<file path="src/hw/timer_regs_pkg.sv">
// Constants for the dual timer mode and interrupt register block
package timer_regs_pkg;
  // ****************************************
  // Register map
  // ****************************************
  localparam logic [11:0] reload_first_off = 12'h000;
  localparam logic [11:0] reload_second_off = 12'h004;
  localparam logic [11:0] mode_control_off = 12'h008;
  localparam logic [11:0] irq_ctl_off = 12'h00c;
  localparam logic [11:0] irq_clear_off = 12'h010;
  // ****************************************
  // Mode control fields
  // ****************************************
  localparam int mode_lsb = 0;
  localparam int a_edge_bit = 2;
  localparam int b_edge_bit = 3;
  localparam int a_en_bit = 4;
  localparam int b_en_bit = 5;
  localparam int a_out_bit = 6;
  localparam logic [7:0] mode_control_rst = 8'h00;
  localparam logic [7:0] mode_control_wmask = 8'h7f;
  localparam logic [7:0] irq_ctl_rst = 8'h00;
  localparam logic [15:0] preset_value = 16'hffff;
  typedef enum logic [1:0] {mode_pwm, mode_dual_capture, mode_dual_counter, mode_single_capture} timer_mode_t;
endpackage

</file>
<file path="src/hw/timer_mode_irq_regs.sv">
// APB register block for the dual timer mode control and interrupt flags
`timescale 1ns/1ps
`default_nettype none
module timer_mode_irq_regs (
  input wire logic clk,
  input wire logic rst_b,
  input wire logic psel,
  input wire logic penable,
  input wire logic pwrite,
  input wire logic [11:0] paddr,
  input wire logic [31:0] pwdata,
  input wire logic [3:0] pstrb,
  output logic [31:0] prdata,
  output logic pready,
  output logic pslverr,
  input wire logic timer_pin_first,
  input wire logic timer_pin_second,
  output logic timer_pin_first_out,
  output logic timer_pin_first_oe,
  input wire logic first_underflow,
  input wire logic second_underflow,
  input wire logic first_reload_a,
  input wire logic first_reload_b,
  input wire logic second_reload_b,
  input wire logic [15:0] first_counter,
  input wire logic [15:0] second_counter,
  input wire logic accumulate_mode,
  output logic first_counter_preset,
  output logic second_counter_preset,
  output logic [15:0] preset_data,
  output logic accumulate_gate,
  output logic [1:0] operating_mode_select,
  output logic [15:0] reload_capture_first,
  output logic [15:0] reload_capture_second,
  output logic timer_irq_first,
  output logic timer_irq_second
);
  // ****************************************
  // Register state
  // ****************************************
  logic [15:0] reload_first_reg;
  logic [15:0] reload_second_reg;
  logic [7:0] mode_control_reg;
  logic [7:0] mode_control_next;
  logic [3:0] enable_reg;
  logic [3:0] pending;
  logic [3:0] hw_set;
  logic [3:0] sw_set;
  logic [3:0] sw_clear;
  logic a_edge;
  logic b_edge;
  logic b_level;
  // ****************************************
  // Bus decode
  // ****************************************
  wire access = psel & penable;
  wire wr = access & pwrite;
  wire hit_rf = paddr == timer_regs_pkg::reload_first_off;
  wire hit_rs = paddr == timer_regs_pkg::reload_second_off;
  wire hit_mc = paddr == timer_regs_pkg::mode_control_off;
  wire hit_ic = paddr == timer_regs_pkg::irq_ctl_off;
  wire hit_cl = paddr == timer_regs_pkg::irq_clear_off;
  wire mapped = hit_rf | hit_rs | hit_mc | hit_ic | hit_cl;
  wire wr_rf = wr & hit_rf;
  wire wr_rs = wr & hit_rs;
  wire wr_mc = wr & hit_mc & pstrb[0];
  wire wr_ic = wr & hit_ic & pstrb[0];
  wire wr_cl = wr & hit_cl & pstrb[0];
  // Zero-wait slave; unmapped addresses error out and writes are dropped
  assign pready = 1'b1;
  assign pslverr = access & ~mapped;
  // ****************************************
  // Mode fields
  // ****************************************
  wire [1:0] mode_field = mode_control_reg[timer_regs_pkg::mode_lsb +: 2];
  wire a_rising = mode_control_reg[timer_regs_pkg::a_edge_bit];
  wire b_rising = mode_control_reg[timer_regs_pkg::b_edge_bit];
  wire a_enable = mode_control_reg[timer_regs_pkg::a_en_bit];
  wire b_enable = mode_control_reg[timer_regs_pkg::b_en_bit];
  wire a_level = mode_control_reg[timer_regs_pkg::a_out_bit];
  wire is_dual_cap = mode_field == 2'(timer_regs_pkg::mode_dual_capture);
  wire is_single_cap = mode_field == 2'(timer_regs_pkg::mode_single_capture);
  // Second pin only captures in the two capture modes
  wire b_capture_mode = is_dual_cap | is_single_cap;
  // First pin drives PWM only when enabled and not a capture input
  wire a_is_pwm = a_enable & ~is_dual_cap;
  // ****************************************
  // Pin edge detection
  // ****************************************
  edge_sense pin_a_sense (
    .clk(clk),
    .rst_b(rst_b),
    .pin(timer_pin_first),
    .rising_sel(a_rising),
    .edge_seen(a_edge),
    .level_active()
  );
  edge_sense pin_b_sense (
    .clk(clk),
    .rst_b(rst_b),
    .pin(timer_pin_second),
    .rising_sel(b_rising),
    .edge_seen(b_edge),
    .level_active(b_level)
  );
  // Second-pin captures load in both capture modes, first-pin captures in dual capture only; presets need the pin enable
  wire cap_a = is_dual_cap & a_edge;
  wire cap_b = b_capture_mode & b_edge;
  assign first_counter_preset = cap_a & a_enable | is_dual_cap & b_edge & b_enable;
  assign second_counter_preset = is_single_cap & b_edge & b_enable;
  assign preset_data = timer_regs_pkg::preset_value;
  // Accumulate counting runs only while the pin is at its active level
  assign accumulate_gate = ~accumulate_mode | b_level;
  // ****************************************
  // Reload and capture words
  // ****************************************
  // No reset here: contents survive reset as the timer expects
  always_ff @(posedge clk) begin
    if (wr_rf) begin
      reload_first_reg <= pwdata[15:0];
    end else if (cap_a) begin
      reload_first_reg <= first_counter;
    end
  end
  // Second pin capture takes first counter in dual mode, second in single
  always_ff @(posedge clk) begin
    if (wr_rs) begin
      reload_second_reg <= pwdata[15:0];
    end else if (cap_b) begin
      reload_second_reg <= is_dual_cap ? first_counter : second_counter;
    end
  end
  // ****************************************
  // Mode control with output-data bit
  // ****************************************
  // Software write wins; otherwise hardware toggles the level on underflow while the first pin is a PWM output
  wire [7:0] hw_mode = {mode_control_reg[7], a_level ^ (a_is_pwm & first_underflow), mode_control_reg[5:0]};
  assign mode_control_next = wr_mc ? (pwdata[7:0] & timer_regs_pkg::mode_control_wmask) : hw_mode;
  always_ff @(posedge clk) begin
    if (!rst_b) begin
      mode_control_reg <= timer_regs_pkg::mode_control_rst;
    end else begin
      mode_control_reg <= mode_control_next;
    end
  end
  // Level is only driven when the pin is a PWM output
  assign timer_pin_first_out = a_is_pwm & a_level;
  assign timer_pin_first_oe = a_is_pwm;
  // ****************************************
  // Interrupt enables and pending flags
  // ****************************************
  always_ff @(posedge clk) begin
    if (!rst_b) begin
      enable_reg <= timer_regs_pkg::irq_ctl_rst[7:4];
    end else if (wr_ic) begin
      enable_reg <= pwdata[7:4];
    end
  end
  // Mode-dependent sources, bit order D C B A
  wire src_a = is_dual_cap ? cap_a : first_reload_a;
  wire src_b = (mode_field == 2'(timer_regs_pkg::mode_pwm)) ? first_reload_b : cap_b;
  wire src_c = is_dual_cap & first_underflow;
  wire is_dual_cnt = mode_field == 2'(timer_regs_pkg::mode_dual_counter);
  wire src_d = is_dual_cnt ? second_reload_b : second_underflow;
  assign hw_set = {src_d, src_c, src_b & ~is_dual_cnt, src_a};
  assign sw_set = wr_ic ? pwdata[3:0] : 4'h0;
  assign sw_clear = wr_cl ? pwdata[3:0] : 4'h0;
  pending_flags #(
    .width(4)
  ) flags (
    .clk(clk),
    .rst_b(rst_b),
    .hw_set(hw_set),
    .sw_set(sw_set),
    .sw_clear(sw_clear),
    .pending(pending)
  );
  // Enable only gates the request, never the flag
  wire [3:0] active = pending & enable_reg;
  assign timer_irq_first = |active[2:0];
  assign timer_irq_second = active[3];
  // ****************************************
  // Read mux
  // ****************************************
  // Clear register is write-only and reads as zero
  wire [31:0] rd_value = hit_rf ? {16'h0000, reload_first_reg} :
                         hit_rs ? {16'h0000, reload_second_reg} :
                         hit_mc ? {24'h000000, mode_control_reg} :
                         hit_ic ? {24'h000000, enable_reg, pending} : 32'h00000000;
  always_ff @(posedge clk) begin
    if (!rst_b) begin
      prdata <= 32'h00000000;
    end else if (psel & ~penable & ~pwrite) begin
      prdata <= rd_value;
    end
  end
  assign operating_mode_select = mode_field;
  assign reload_capture_first = reload_first_reg;
  assign reload_capture_second = reload_second_reg;
  // ****************************************
  // Checks
  // ****************************************
  mode_reset_a: assert property (@(posedge clk) !rst_b |=> mode_control_reg == 8'h00) else $error("mode not cleared");
  sw_wins_a: assert property (@(posedge clk) disable iff (!rst_b) wr_mc |=> a_level == $past(pwdata[6])) else $error("software write lost");
  pwm_toggle_a: assert property (@(posedge clk) disable iff (!rst_b) (a_is_pwm && first_underflow && !wr_mc) |=> a_level != $past(a_level)) else $error("no toggle");
  pin_idle_a: assert property (@(posedge clk) disable iff (!rst_b) !a_is_pwm |-> !timer_pin_first_oe && !timer_pin_first_out) else $error("pin driven as input");
  b_ignored_a: assert property (@(posedge clk) disable iff (!rst_b) !b_capture_mode |-> !second_counter_preset) else $error("b preset in timer mode");
  clear_one_a: assert property (@(posedge clk) disable iff (!rst_b) (wr_cl && pwdata[0] && !hw_set[0]) |=> !pending[0]) else $error("clear failed");
  zero_ignored_a: assert property (@(posedge clk) disable iff (!rst_b) (wr_ic && !wr_cl && pending[1]) |=> pending[1]) else $error("zero write cleared");
  irq_map_a: assert property (@(posedge clk) disable iff (!rst_b) timer_irq_second == (pending[3] && enable_reg[3])) else $error("second irq map");
  irq_first_a: assert property (@(posedge clk) disable iff (!rst_b) (pending[0] && enable_reg[0]) |-> timer_irq_first) else $error("first irq missing");
endmodule
`default_nettype wire

</file>
<file path="src/hw/edge_sense.sv">
// Pin synchroniser with polarity-selected edge detect and level qualify
`timescale 1ns/1ps
`default_nettype none
module edge_sense (
  input wire logic clk,
  input wire logic rst_b,
  input wire logic pin,
  input wire logic rising_sel,
  output logic edge_seen,
  output logic level_active
);
  logic meta_reg;
  logic sync_reg;
  logic prev_reg;
  // ****************************************
  // Two-stage synchroniser, then history
  // ****************************************
  always_ff @(posedge clk) begin
    if (!rst_b) begin
      meta_reg <= 1'b0;
      sync_reg <= 1'b0;
      prev_reg <= 1'b0;
    end else begin
      meta_reg <= pin;
      sync_reg <= meta_reg;
      prev_reg <= sync_reg;
    end
  end
  // Polarity picks rising or falling edge; level used for accumulate gating
  assign edge_seen = rising_sel ? (sync_reg & ~prev_reg) : (~sync_reg & prev_reg);
  assign level_active = rising_sel ? sync_reg : ~sync_reg;
endmodule
`default_nettype wire

</file>
<file path="src/hw/pending_flags.sv">
// Four sticky pending flags with set, software set and write-one clear
`timescale 1ns/1ps
`default_nettype none
module pending_flags #(
  parameter int width = 4
) (
  input wire logic clk,
  input wire logic rst_b,
  input wire logic [width-1:0] hw_set,
  input wire logic [width-1:0] sw_set,
  input wire logic [width-1:0] sw_clear,
  output logic [width-1:0] pending
);
  logic [width-1:0] pending_reg;
  logic [width-1:0] pending_next;
  initial begin
    if (width < 1) $error("pending_flags width must be positive");
  end
  // Set beats clear so an event in the clearing cycle is kept
  assign pending_next = (pending_reg & ~sw_clear) | hw_set | sw_set;
  always_ff @(posedge clk) begin
    if (!rst_b) begin
      pending_reg <= '0;
    end else begin
      pending_reg <= pending_next;
    end
  end
  assign pending = pending_reg;
  set_wins_a: assert property (@(posedge clk) disable iff (!rst_b) (|hw_set) |=> ((pending & $past(hw_set)) == $past(hw_set))) else $error("hardware set lost");
endmodule
`default_nettype wire

</file>
<file path="config.mk">
export PLATFORM = sky130hd
export DESIGN_NAME = timer_mode_irq_regs
export DESIGN_NICKNAME = d
export VERILOG_FILES = /design/src/hw/timer_regs_pkg.sv /design/src/hw/timer_mode_irq_regs.sv /design/src/hw/edge_sense.sv /design/src/hw/pending_flags.sv
export SDC_FILE = /design/constraint.sdc
export NUM_CORES = 1
export LEC_CHECK = 0
export ABC_AREA = 1
export BUFFER_PORTS_ARGS = -buffer_cell sky130_fd_sc_hd__buf_2
export CORE_ASPECT_RATIO = 1.5
export CORE_UTILIZATION = 30
export DETAILED_ROUTE_END_ITERATION = 12
export GPL_TIMING_DRIVEN = 0
export SLEW_MARGIN = 20
export SYNTH_ARGS = -nofsm -noshare
export SYNTH_HDL_FRONTEND = slang
export SYNTH_SLANG_ARGS = --single-unit
</file>
<file path="constraint.sdc">
create_clock -name clk -period 4.9 [get_ports clk]
set_input_delay 0.49 -clock clk [delete_from_list [all_inputs] [get_ports clk]]
set_output_delay 0.49 -clock clk [all_outputs]
set_load 0.1 [all_outputs]
</file>
==> run_results.csv, run 1 <==
group,metric,value,unit
hold_path,worstHoldPathType,"input pin to flop",
global_route,antenna_found_initial,1,
cts,cts.sinks,69,
global_route,grt_pass1_vias,3711,
cts,post_cts.repair.setup_buffers,0,
setup_path,critPathKind,"flop to output pin",
setup_path,worst-path-max-fanout,10,
yosys,synth_top_area_share,0.238,
finish,area_growth,30.8,%
power_and_ir_drop,total_power,1.51,mW
routing,drt_first_pass_iters,5,
floorplanning,core-area,13100,um2
finish,drive_gt1_frac,0.330,
timing,fin_tns_setup,0,ps
routing,ant_nets,0,
timing,min_period_over_period,0.579,
yosys,synth_xor_area_frac,0.00217,
outcome,outcome,"complete, no violations",
cts,cts_resized,0,
yosys,netlist_instances,535,
run,max_cap_violations,0,
timing,tightest_slew,772,ps
yosys,synth_compound_area_frac,0.161,
timing,min_period,2840,ps
power_and_ir_drop,leakagePower,2.70,nW
cts,cts_buffers,9,
setup_path,worstPathRequired,4410,ps
setup_path,startpoint_type,"flop",
yosys,ys_seq_area_frac,0.421,
yosys,synth_top_family_by_area,"simple AND/OR/NAND/NOR gates",
routing,drt_iter0_drc,146,
yosys,syn_avg_cell_area,7.56,um2
timing,setup_viol,0,
routing,via_count,3929,
global_route,track_usage,0.189,
floorplanning,die_w,96.8,um
global_route,grt_max_degree,17,
floorplanning,die_h,144,um
placed_design,post-place-cells,855,
cts,htreeDepth,3,
yosys,synth_largest_area_cell,"edfxtp_1",
cts,cts_tree,"yes",
routing,drc,0,
routing,wl,13000,um
yosys,yosysUniqueCellTypes,36,
yosys,yosys_warnings,0,
power_and_ir_drop,ir_drop,0.000168,V
floorplanning,io_pins,184,
cts,clkTransAtPathRegs,50,ps
timing,finClkSkew,4.48,ps
yosys,synth.area.top_cells,"edfxtp_1, dfxtp_1, nand2_1",
yosys,synthMuxAreaShare,0,
yosys,syn-cell-area,4050,um2
floorplanning,rows,51,
finish,fin_area,5290,um2
timing,rsz0062_at_grt,"no",
setup_path,arrival,2350,ps
setup_path,r2r_slack,2710,ps
power_and_ir_drop,power_per_cell_area,286,nW/um2
finish,nets,800,
yosys,synth-seq-cells,69,
global_route,grt.overflow.total,0,
setup_path,cp-end-kind,"output pin",
finish,layoutNonFillerInstCount,872,
routing,routedWlPerCell,14.9,um
yosys,yosys.area_share.adder,0,
global_route,grt_pass1_wl,20000,um
cts,clk_latency,330,ps
yosys,synth_simple_gate_area_frac,0.246,
timing,fin_hold_ws,343,ps
floorplanning,initial_utilization,0.309,
timing,slew_violations,0,
timing,final-hold-violation-count,0,
timing,max_freq,0.353,GHz
placed_design,place.gp.congestion,0.852,
routing,routed_via_density,4.51,
cts,postCtsHoldBufs,0,
placed_design,placed_cell_area,5010,um2
floorplanning,dieArea,14000,um2
placed_design,hpwl,10300,um
cts,cts_max_path_buffers,2,
cts,cts-root-buf,"clkbuf_16",
timing,relSlewSlack,0.484,
placed_design,io_buffers,130,
==> synth_stat cells <==
master / instances
dfxtp_1: 37
xor2_1: 1
nor3b_2: 1
nand2_4: 1
conb_1: 2
o221ai_1: 1
edfxtp_1: 32
nand3_2: 1
nor2_1: 12
clkbuf_1: 7
nor3b_1: 1
o21ai_2: 16
and3_1: 2
o21ai_1: 20
buf_6: 3
inv_1: 71
nor2_4: 3
o211ai_1: 8
nand2_1: 143
a31oi_1: 4
inv_2: 4
clkinv_1: 1
nor3_1: 1
nand2_2: 15
nor2_2: 1
o21ai_0: 21
inv_4: 1
a21oi_1: 27
nor3_2: 1
buf_2: 9
nand3_1: 38
nand4_1: 3
o32ai_1: 1
buf_4: 38
o2111ai_1: 7
a211oi_1: 1
==> stage by stage <==
stage / setup WS, ps / utilization
6_report: 2060 / 0.405
5_1_grt: 1950 / 0.405
4_1_cts: 2050 / 0.404
3_5_place_dp: 2080 / 0.383
3_3_place_gp: 2110 / 0.383
2_1_floorplan: 1140 / -
==> layout make-up <==
type,instances,area (um2)
timing repair buffer,130,651
antenna,1,2.50
buffer,57,390
tap,159,199
clock buffer,14,244
inverter,77,292
sequential,69,1700
fill,1422,7790
multi-input combinational,363,1780
clock inverter,2,35.0
==> where the power goes <==
group / total [mW] / internal [mW] / switching, mW
sequential: 0.613 / 0.610 / 0.00363
clock: 0.623 / 0.394 / 0.229
combinational: 0.275 / 0.0659 / 0.209
total: 1.51 / 1.07 / 0.442
==> metal layers <==
metal  vias up  GRT usage  wire length (um)
met5         -          0                 0
met3        23     0.0396               671
met2       141      0.357              6960
met4         0     0.0982               443
li1       2021          -                 -
met1      1744      0.196              4880
==> logic make-up after synthesis <==
kind of cell	after synthesis
and+or+nand+nor	223
buffers and inverters	134
AOI/OAI and AO/OA	106
DFF	69
other	2
xor gates and xnor gates	1
==> worst paths after layout <==
kind	start	to	cells after the start
hold / removal	timer_pin_second	pin_b_sense.meta_reg$_SDFF_PN0_	3
setup reg to reg	mode_control_reg[0]$_SDFFE_PN0P_	reload_capture_first[4]$_DFFE_PP_	5
setup / recovery	mode_control_reg[0]$_SDFFE_PN0P_	first_counter_preset	6
hold reg to reg	pin_b_sense.meta_reg$_SDFF_PN0_	pin_b_sense.sync_reg$_SDFF_PN0_	2
==> critical path, stage by stage, from the launching register on <==
cell and delay, ps:
dfxtp_1 440, inv_2 90, nor2_1 190, inv_2 150
clkbuf_1 330, o32ai_1 340, buf_2 480
==> cells in the final DEF, fill, tap and decap left out, drive strengths merged <==
master,instances
buf,180
nand2,159
inv,76
o21ai,57
nand3,39
dfxtp,37
conb,33
edfxtp,32
a21oi,27
clkbuf,21
nor2,16
o211ai,8
o2111ai,7
a31oi,4
nand4,3
and3,2
clkinv,2
nor3b,2
nor3,2
diode,1
a211oi,1
o32ai,1
o221ai,1
xor2,1
bufinv,1
(Power assumes the default switching activity.)
==> run 2: changes to the inputs <==
- clock period: 4.9 -> 3 ns (I/O delays scaled with it)
==> run_results.csv, run 2 (synthesis gave the netlist of run 1 again) <==
group,metric,value,unit
cts,htreeDepth,3,
placed_design,hpwl,10200,um
global_route,grt_pass1_wl,19500,um
routing,wl_met2,6620,um
timing,relSlewSlack,0.484,
cts,cts-root-buf,"clkbuf_16",
floorplanning,die_w,96.8,um
cts,cts_resized,0,
setup_path,cp_slowest_cell,"buf_2",
routing,wl_met3,824,um
timing,tightest_slew,772,ps
setup_path,cpMostUsedCell,"inv_2",
routing,via_count,3943,
finish,area_growth,31.0,%
setup_path,path_cells,"inv_2, nor2_1, inv_2, clkbuf_1, o32ai_2, buf_2",
routing,drc,0,
cts,clkTransAtPathRegs,50,ps
timing,setup_viol,0,
finish,fin_area,5300,um2
placed_design,place.gp.congestion,0.899,
setup_path,worst-path-buf-inv,4,
setup_path,arrival,2290,ps
setup_path,cp-end-kind,"output pin",
routing,ant_nets,0,
timing,final-hold-violation-count,0,
cts,cts_buffers,9,
placed_design,placed_cell_area,5030,um2
routing,drt_first_pass_iters,4,
cts,post_cts.repair.setup_buffers,0,
setup_path,cp_top_family,"buffers and inverters",
power_and_ir_drop,power_per_cell_area,455,nW/um2
routing,routedWlPerCell,14.7,um
cts,clk_latency,330,ps
timing,fin_ws,409,ps
global_route,grt.overflow.total,0,
timing,rsz0062_at_grt,"no",
timing,finClkSkew,6.36,ps
timing,max_freq,0.386,GHz
cts,cts_max_path_buffers,2,
routing,wl,12800,um
setup_path,worstPathRequired,2700,ps
routing,wl_met1,4750,um
finish,drive_gt1_frac,0.337,
hold_path,worstHoldPathType,"input pin to flop",
setup_path,worst-path-max-fanout,10,
timing,fin_hold_ws,165,ps
floorplanning,core-area,13100,um2
run,max_cap_violations,0,
floorplanning,rows,51,
global_route,track_usage,0.186,
timing,fin_tns_setup,0,ps
routing,top_layer,"met4",
outcome,outcome,"complete, no violations",
cts,cts.sinks,69,
routing,drt_iter0_drc,149,
floorplanning,dieArea,14000,um2
timing,min_period_over_period,0.864,
timing,slew_violations,0,
global_route,grt_pass1_vias,3725,
floorplanning,io_pins,184,
finish,nets,800,
setup_path,startpoint_type,"flop",
finish,final_cell_mix,"nand2_1, buf_2, inv_1, nand3_1, buf_4",
power_and_ir_drop,leakagePower,2.69,nW
cts,cts_tree,"yes",
finish,final_common_cell,"nand2_1",
setup_path,slowest_delay,470,ps
setup_path,critPathKind,"flop to output pin",
timing,min_period,2590,ps
placed_design,io_buffers,130,
power_and_ir_drop,ir_drop,0.000250,V
floorplanning,initial_utilization,0.309,
placed_design,place_worst_setup_slack,336,ps
floorplanning,die_h,144,um
global_route,grt_max_degree,17,
cts,postCtsHoldBufs,0,
global_route,antenna_found_initial,1,
routing,routed_via_density,4.52,
-- run 2: layout make-up --
type	count	area [um2]
Buffer	57	390
Timing Repair Buffer	130	651
Fill cell	1414	7780
Clock buffer	14	254
Tap cell	159	199
Sequential cell	69	1700
Multi-Input combinational cell	363	1800
Antenna cell	1	2.50
Inverter	77	292
Clock inverter	2	10.0
-- run 2: power breakdown --
group	switching, mW	internal [mW]	leakage, nW	total [mW]
Combinational	0.342	0.108	1.97	0.450
Sequential	0.00605	0.996	0.588	1.00
Clock	0.378	0.580	0.131	0.958
-- run 2: worst register-to-register path, delay by kind of cell, from the launching register on --
| family | cells | cell delay, ps |
|---|---|---|
| buffers and inverters | 2 | 380 |
| and+or+nand+nor | 3 | 990 |
| DFF | 1 | 440 |
-- run 2: through the flow --
stage	utilization	power, mW	instances
detailed placement	0.385	1.47	855
finish	0.405	2.41	872
CTS	0.405	2.42	871
floorplan	-	1.38	566
global placement	0.385	1.47	855
global route	0.405	2.48	872
-- run 2: path summary, 6_finish.rpt --
check	start	end	cells past startpoint	slack, ps
setup / recovery	mode_control_reg[0]$_SDFFE_PN0P_	first_counter_preset	6	410
hold / removal	timer_pin_second	pin_b_sense.meta_reg$_SDFF_PN0_	3	160
setup reg to reg	mode_control_reg[0]$_SDFFE_PN0P_	reload_capture_first[13]$_DFFE_PP_	5	820
hold reg to reg	pin_b_sense.meta_reg$_SDFF_PN0_	pin_b_sense.sync_reg$_SDFF_PN0_	2	410
-- run 2: metal layers --
metal	up-vias	GRT usage
li1	2017	-
met1	1747	0.188
met2	150	0.342
met3	29	0.0469
met4	0	0.119
met5	-	0
==> run 3: changes to the inputs <==
- CORE_UTILIZATION: 30 -> 48
- PLACE_DENSITY: not set -> 0.82
- RECOVER_POWER: not set -> 25
- clock period: 3 -> 2.73 ns (I/O delays scaled with it)
==> run_results.csv, run 3 (synthesis gave the netlist of run 1 again) <==
group,metric,value,unit
outcome,outcome,"complete, no violations",
timing,relSlewSlack,0.201,
timing,fin_tns_setup,0,ps
cts,clk_latency,340,ps
routing,wl,12400,um
setup_path,worst-path-buf-inv,4,
power_and_ir_drop,ir_drop,0.000499,V
power_and_ir_drop,pwr-share-comb,0.171,
power_and_ir_drop,power_per_cell_area,549,nW/um2
routing,ant_nets,0,
hold_path,hold_start,"timer_pin_second",
setup_path,slowest_delay,470,ps
finish,drive_gt1_frac,0.302,
power_and_ir_drop,pwr-share-clk,0.448,
timing,min_period,2590,ps
global_route,antenna_found_initial,0,
cts,cts_max_path_buffers,2,
cts,postCtsHoldBufs,0,
power_and_ir_drop,p_int,2.05,mW
timing,slew_violations,0,
timing,setup_viol,0,
setup_path,startpoint_type,"flop",
setup_path,r2r-end,"reload_capture_first[1]$_DFFE_PP_",
finish,final_common_cell,"nand2_1",
finish,final_cell_mix,"nand2_1, buf_2, inv_1, nand3_1, buf_4",
routing,via_count,4128,
global_route,grt_pass1_vias,3941,
finish,antenna_cells,0,
floorplanning,die_w,77.0,um
cts,htreeDepth,3,
routing,drt_first_pass_iters,7,
floorplanning,die_h,114,um
timing,tightest_slew,1200,ps
routing,drc,0,
hold_path,worstHoldPathType,"input pin to flop",
power_and_ir_drop,leakagePower,2.64,nW
setup_path,reg2reg_depth,5,
global_route,track_usage,0.286,
power_and_ir_drop,swShare,0.290,
global_route,grt_pass1_wl,18800,um
setup_path,r2r_start,"mode_control_reg[0]$_SDFFE_PN0P_",
routing,routedWlPerCell,15.2,um
finish,layoutNonFillerInstCount,817,
placed_design,post-place-cells,801,
power_and_ir_drop,seqPwrFrac,0.381,
routing,drt_iter0_drc,257,
cts,post_cts.repair.setup_buffers,0,
timing,max_freq,0.385,GHz
placed_design,hpwl,9490,um
finish,fillers,738,
placed_design,place.gp.congestion,0.932,
placed_design,io_buffers,130,
floorplanning,initial_utilization,0.499,
timing,rsz0062_at_grt,"no",
routing,routed_via_density,5.05,
run,max_cap_violations,0,
setup_path,cp_slowest_cell,"buf_2",
cts,cts_buffers,9,
cts,cts-root-buf,"clkbuf_16",
floorplanning,core-area,8110,um2
setup_path,r2r_slack,510,ps
setup_path,cpMostUsedCell,"inv_2",
cts,cts_resized,0,
setup_path,path_depth,6,
finish,area_growth,30.2,%
cts,cts.sinks,69,
cts,clkTransAtPathRegs,60,ps
setup_path,crit_end,"first_counter_preset",
finish,multi_input_area,1800,um2
timing,final-hold-violation-count,0,
floorplanning,io_pins,184,
setup_path,cp_top_family,"buffers and inverters",
setup_path,path_cells,"inv_2, nor2_1, inv_2, clkbuf_1, o32ai_2, buf_2",
global_route,grt_max_degree,17,
timing,finClkSkew,6.38,ps
timing,fin_ws,136,ps
setup_path,worstPathRequired,2460,ps
cts,cts_tree,"yes",
timing,min_period_over_period,0.950,
power_and_ir_drop,total_power,2.89,mW
global_route,grt.overflow.total,0,
floorplanning,rows,40,
setup_path,critPathKind,"flop to output pin",
finish,seqCellArea,1700,um2
setup_path,cp-end-kind,"output pin",
setup_path,crit_start,"mode_control_reg[0]$_SDFFE_PN0P_",
setup_path,worst-path-max-fanout,10,
setup_path,arrival,2320,ps
finish,final_util,0.650,
finish,nets,800,
placed_design,place_worst_setup_slack,166,ps
power_and_ir_drop,switching_power,838,uW
floorplanning,dieArea,8810,um2
-- run 3: layout make-up --
class | count | share of cell area
inverters | 77 | 0.0554
well taps | 105 | 0.0249
repair buffers | 130 | 0.118
flip-flops and latches | 69 | 0.323
plain buffers | 57 | 0.0739
clock buffers | 12 | 0.0549
multi-input cells | 363 | 0.341
clock inverters | 4 | 0.00927
-- run 3: worst register-to-register path, delay by kind of cell (launching register included) --
kind,cells,cell delay (ps)
flip-flops,1,420
buffers and inverters,2,370
AND/OR/NAND/NOR,3,1040
-- run 3: how the worst min path moves through the flow --
stage	to	slack, ps	depth (start not counted)
global route	pin_b_sense.meta_reg$_SDFF_PN0_	120	3
CTS	pin_b_sense.meta_reg$_SDFF_PN0_	120	3
floorplan	pin_a_sense.meta_reg$_SDFF_PN0_	370	2
global placement	pin_b_sense.sync_reg$_SDFF_PN0_	390	2
finish	pin_b_sense.meta_reg$_SDFF_PN0_	120	3
detailed placement	pin_b_sense.sync_reg$_SDFF_PN0_	410	2
-- run 3: power by group through the flow --
| stage | Sequential (mW) | Clock [mW] | Combinational (mW) |
|---|---|---|---|
| after floorplan | 1.17 | 0 | 0.348 |
| after global placement | 1.12 | 0 | 0.485 |
| after detailed placement | 1.12 | 0 | 0.491 |
| after CTS | 1.10 | 1.30 | 0.492 |
| after global routing | 1.10 | 1.34 | 0.520 |
| final | 1.10 | 1.29 | 0.495 |
-- run 3: layer usage --
metal,part of all wire,up-vias,GRT usage
li1,-,2022,-
met1,0.35,1873,0.275
met2,0.53,195,0.533
met3,0.063,38,0.0582
met4,0.052,0,0.208
met5,0,-,0
-- run 3: per-stage QoR --
stage	hold WS, ps	cell area, um2
2_1_floorplan	371	4180
3_3_place_gp	393	4970
3_5_place_dp	410	4970
4_1_cts	116	5300
5_1_grt	123	5270
6_report	119	5270
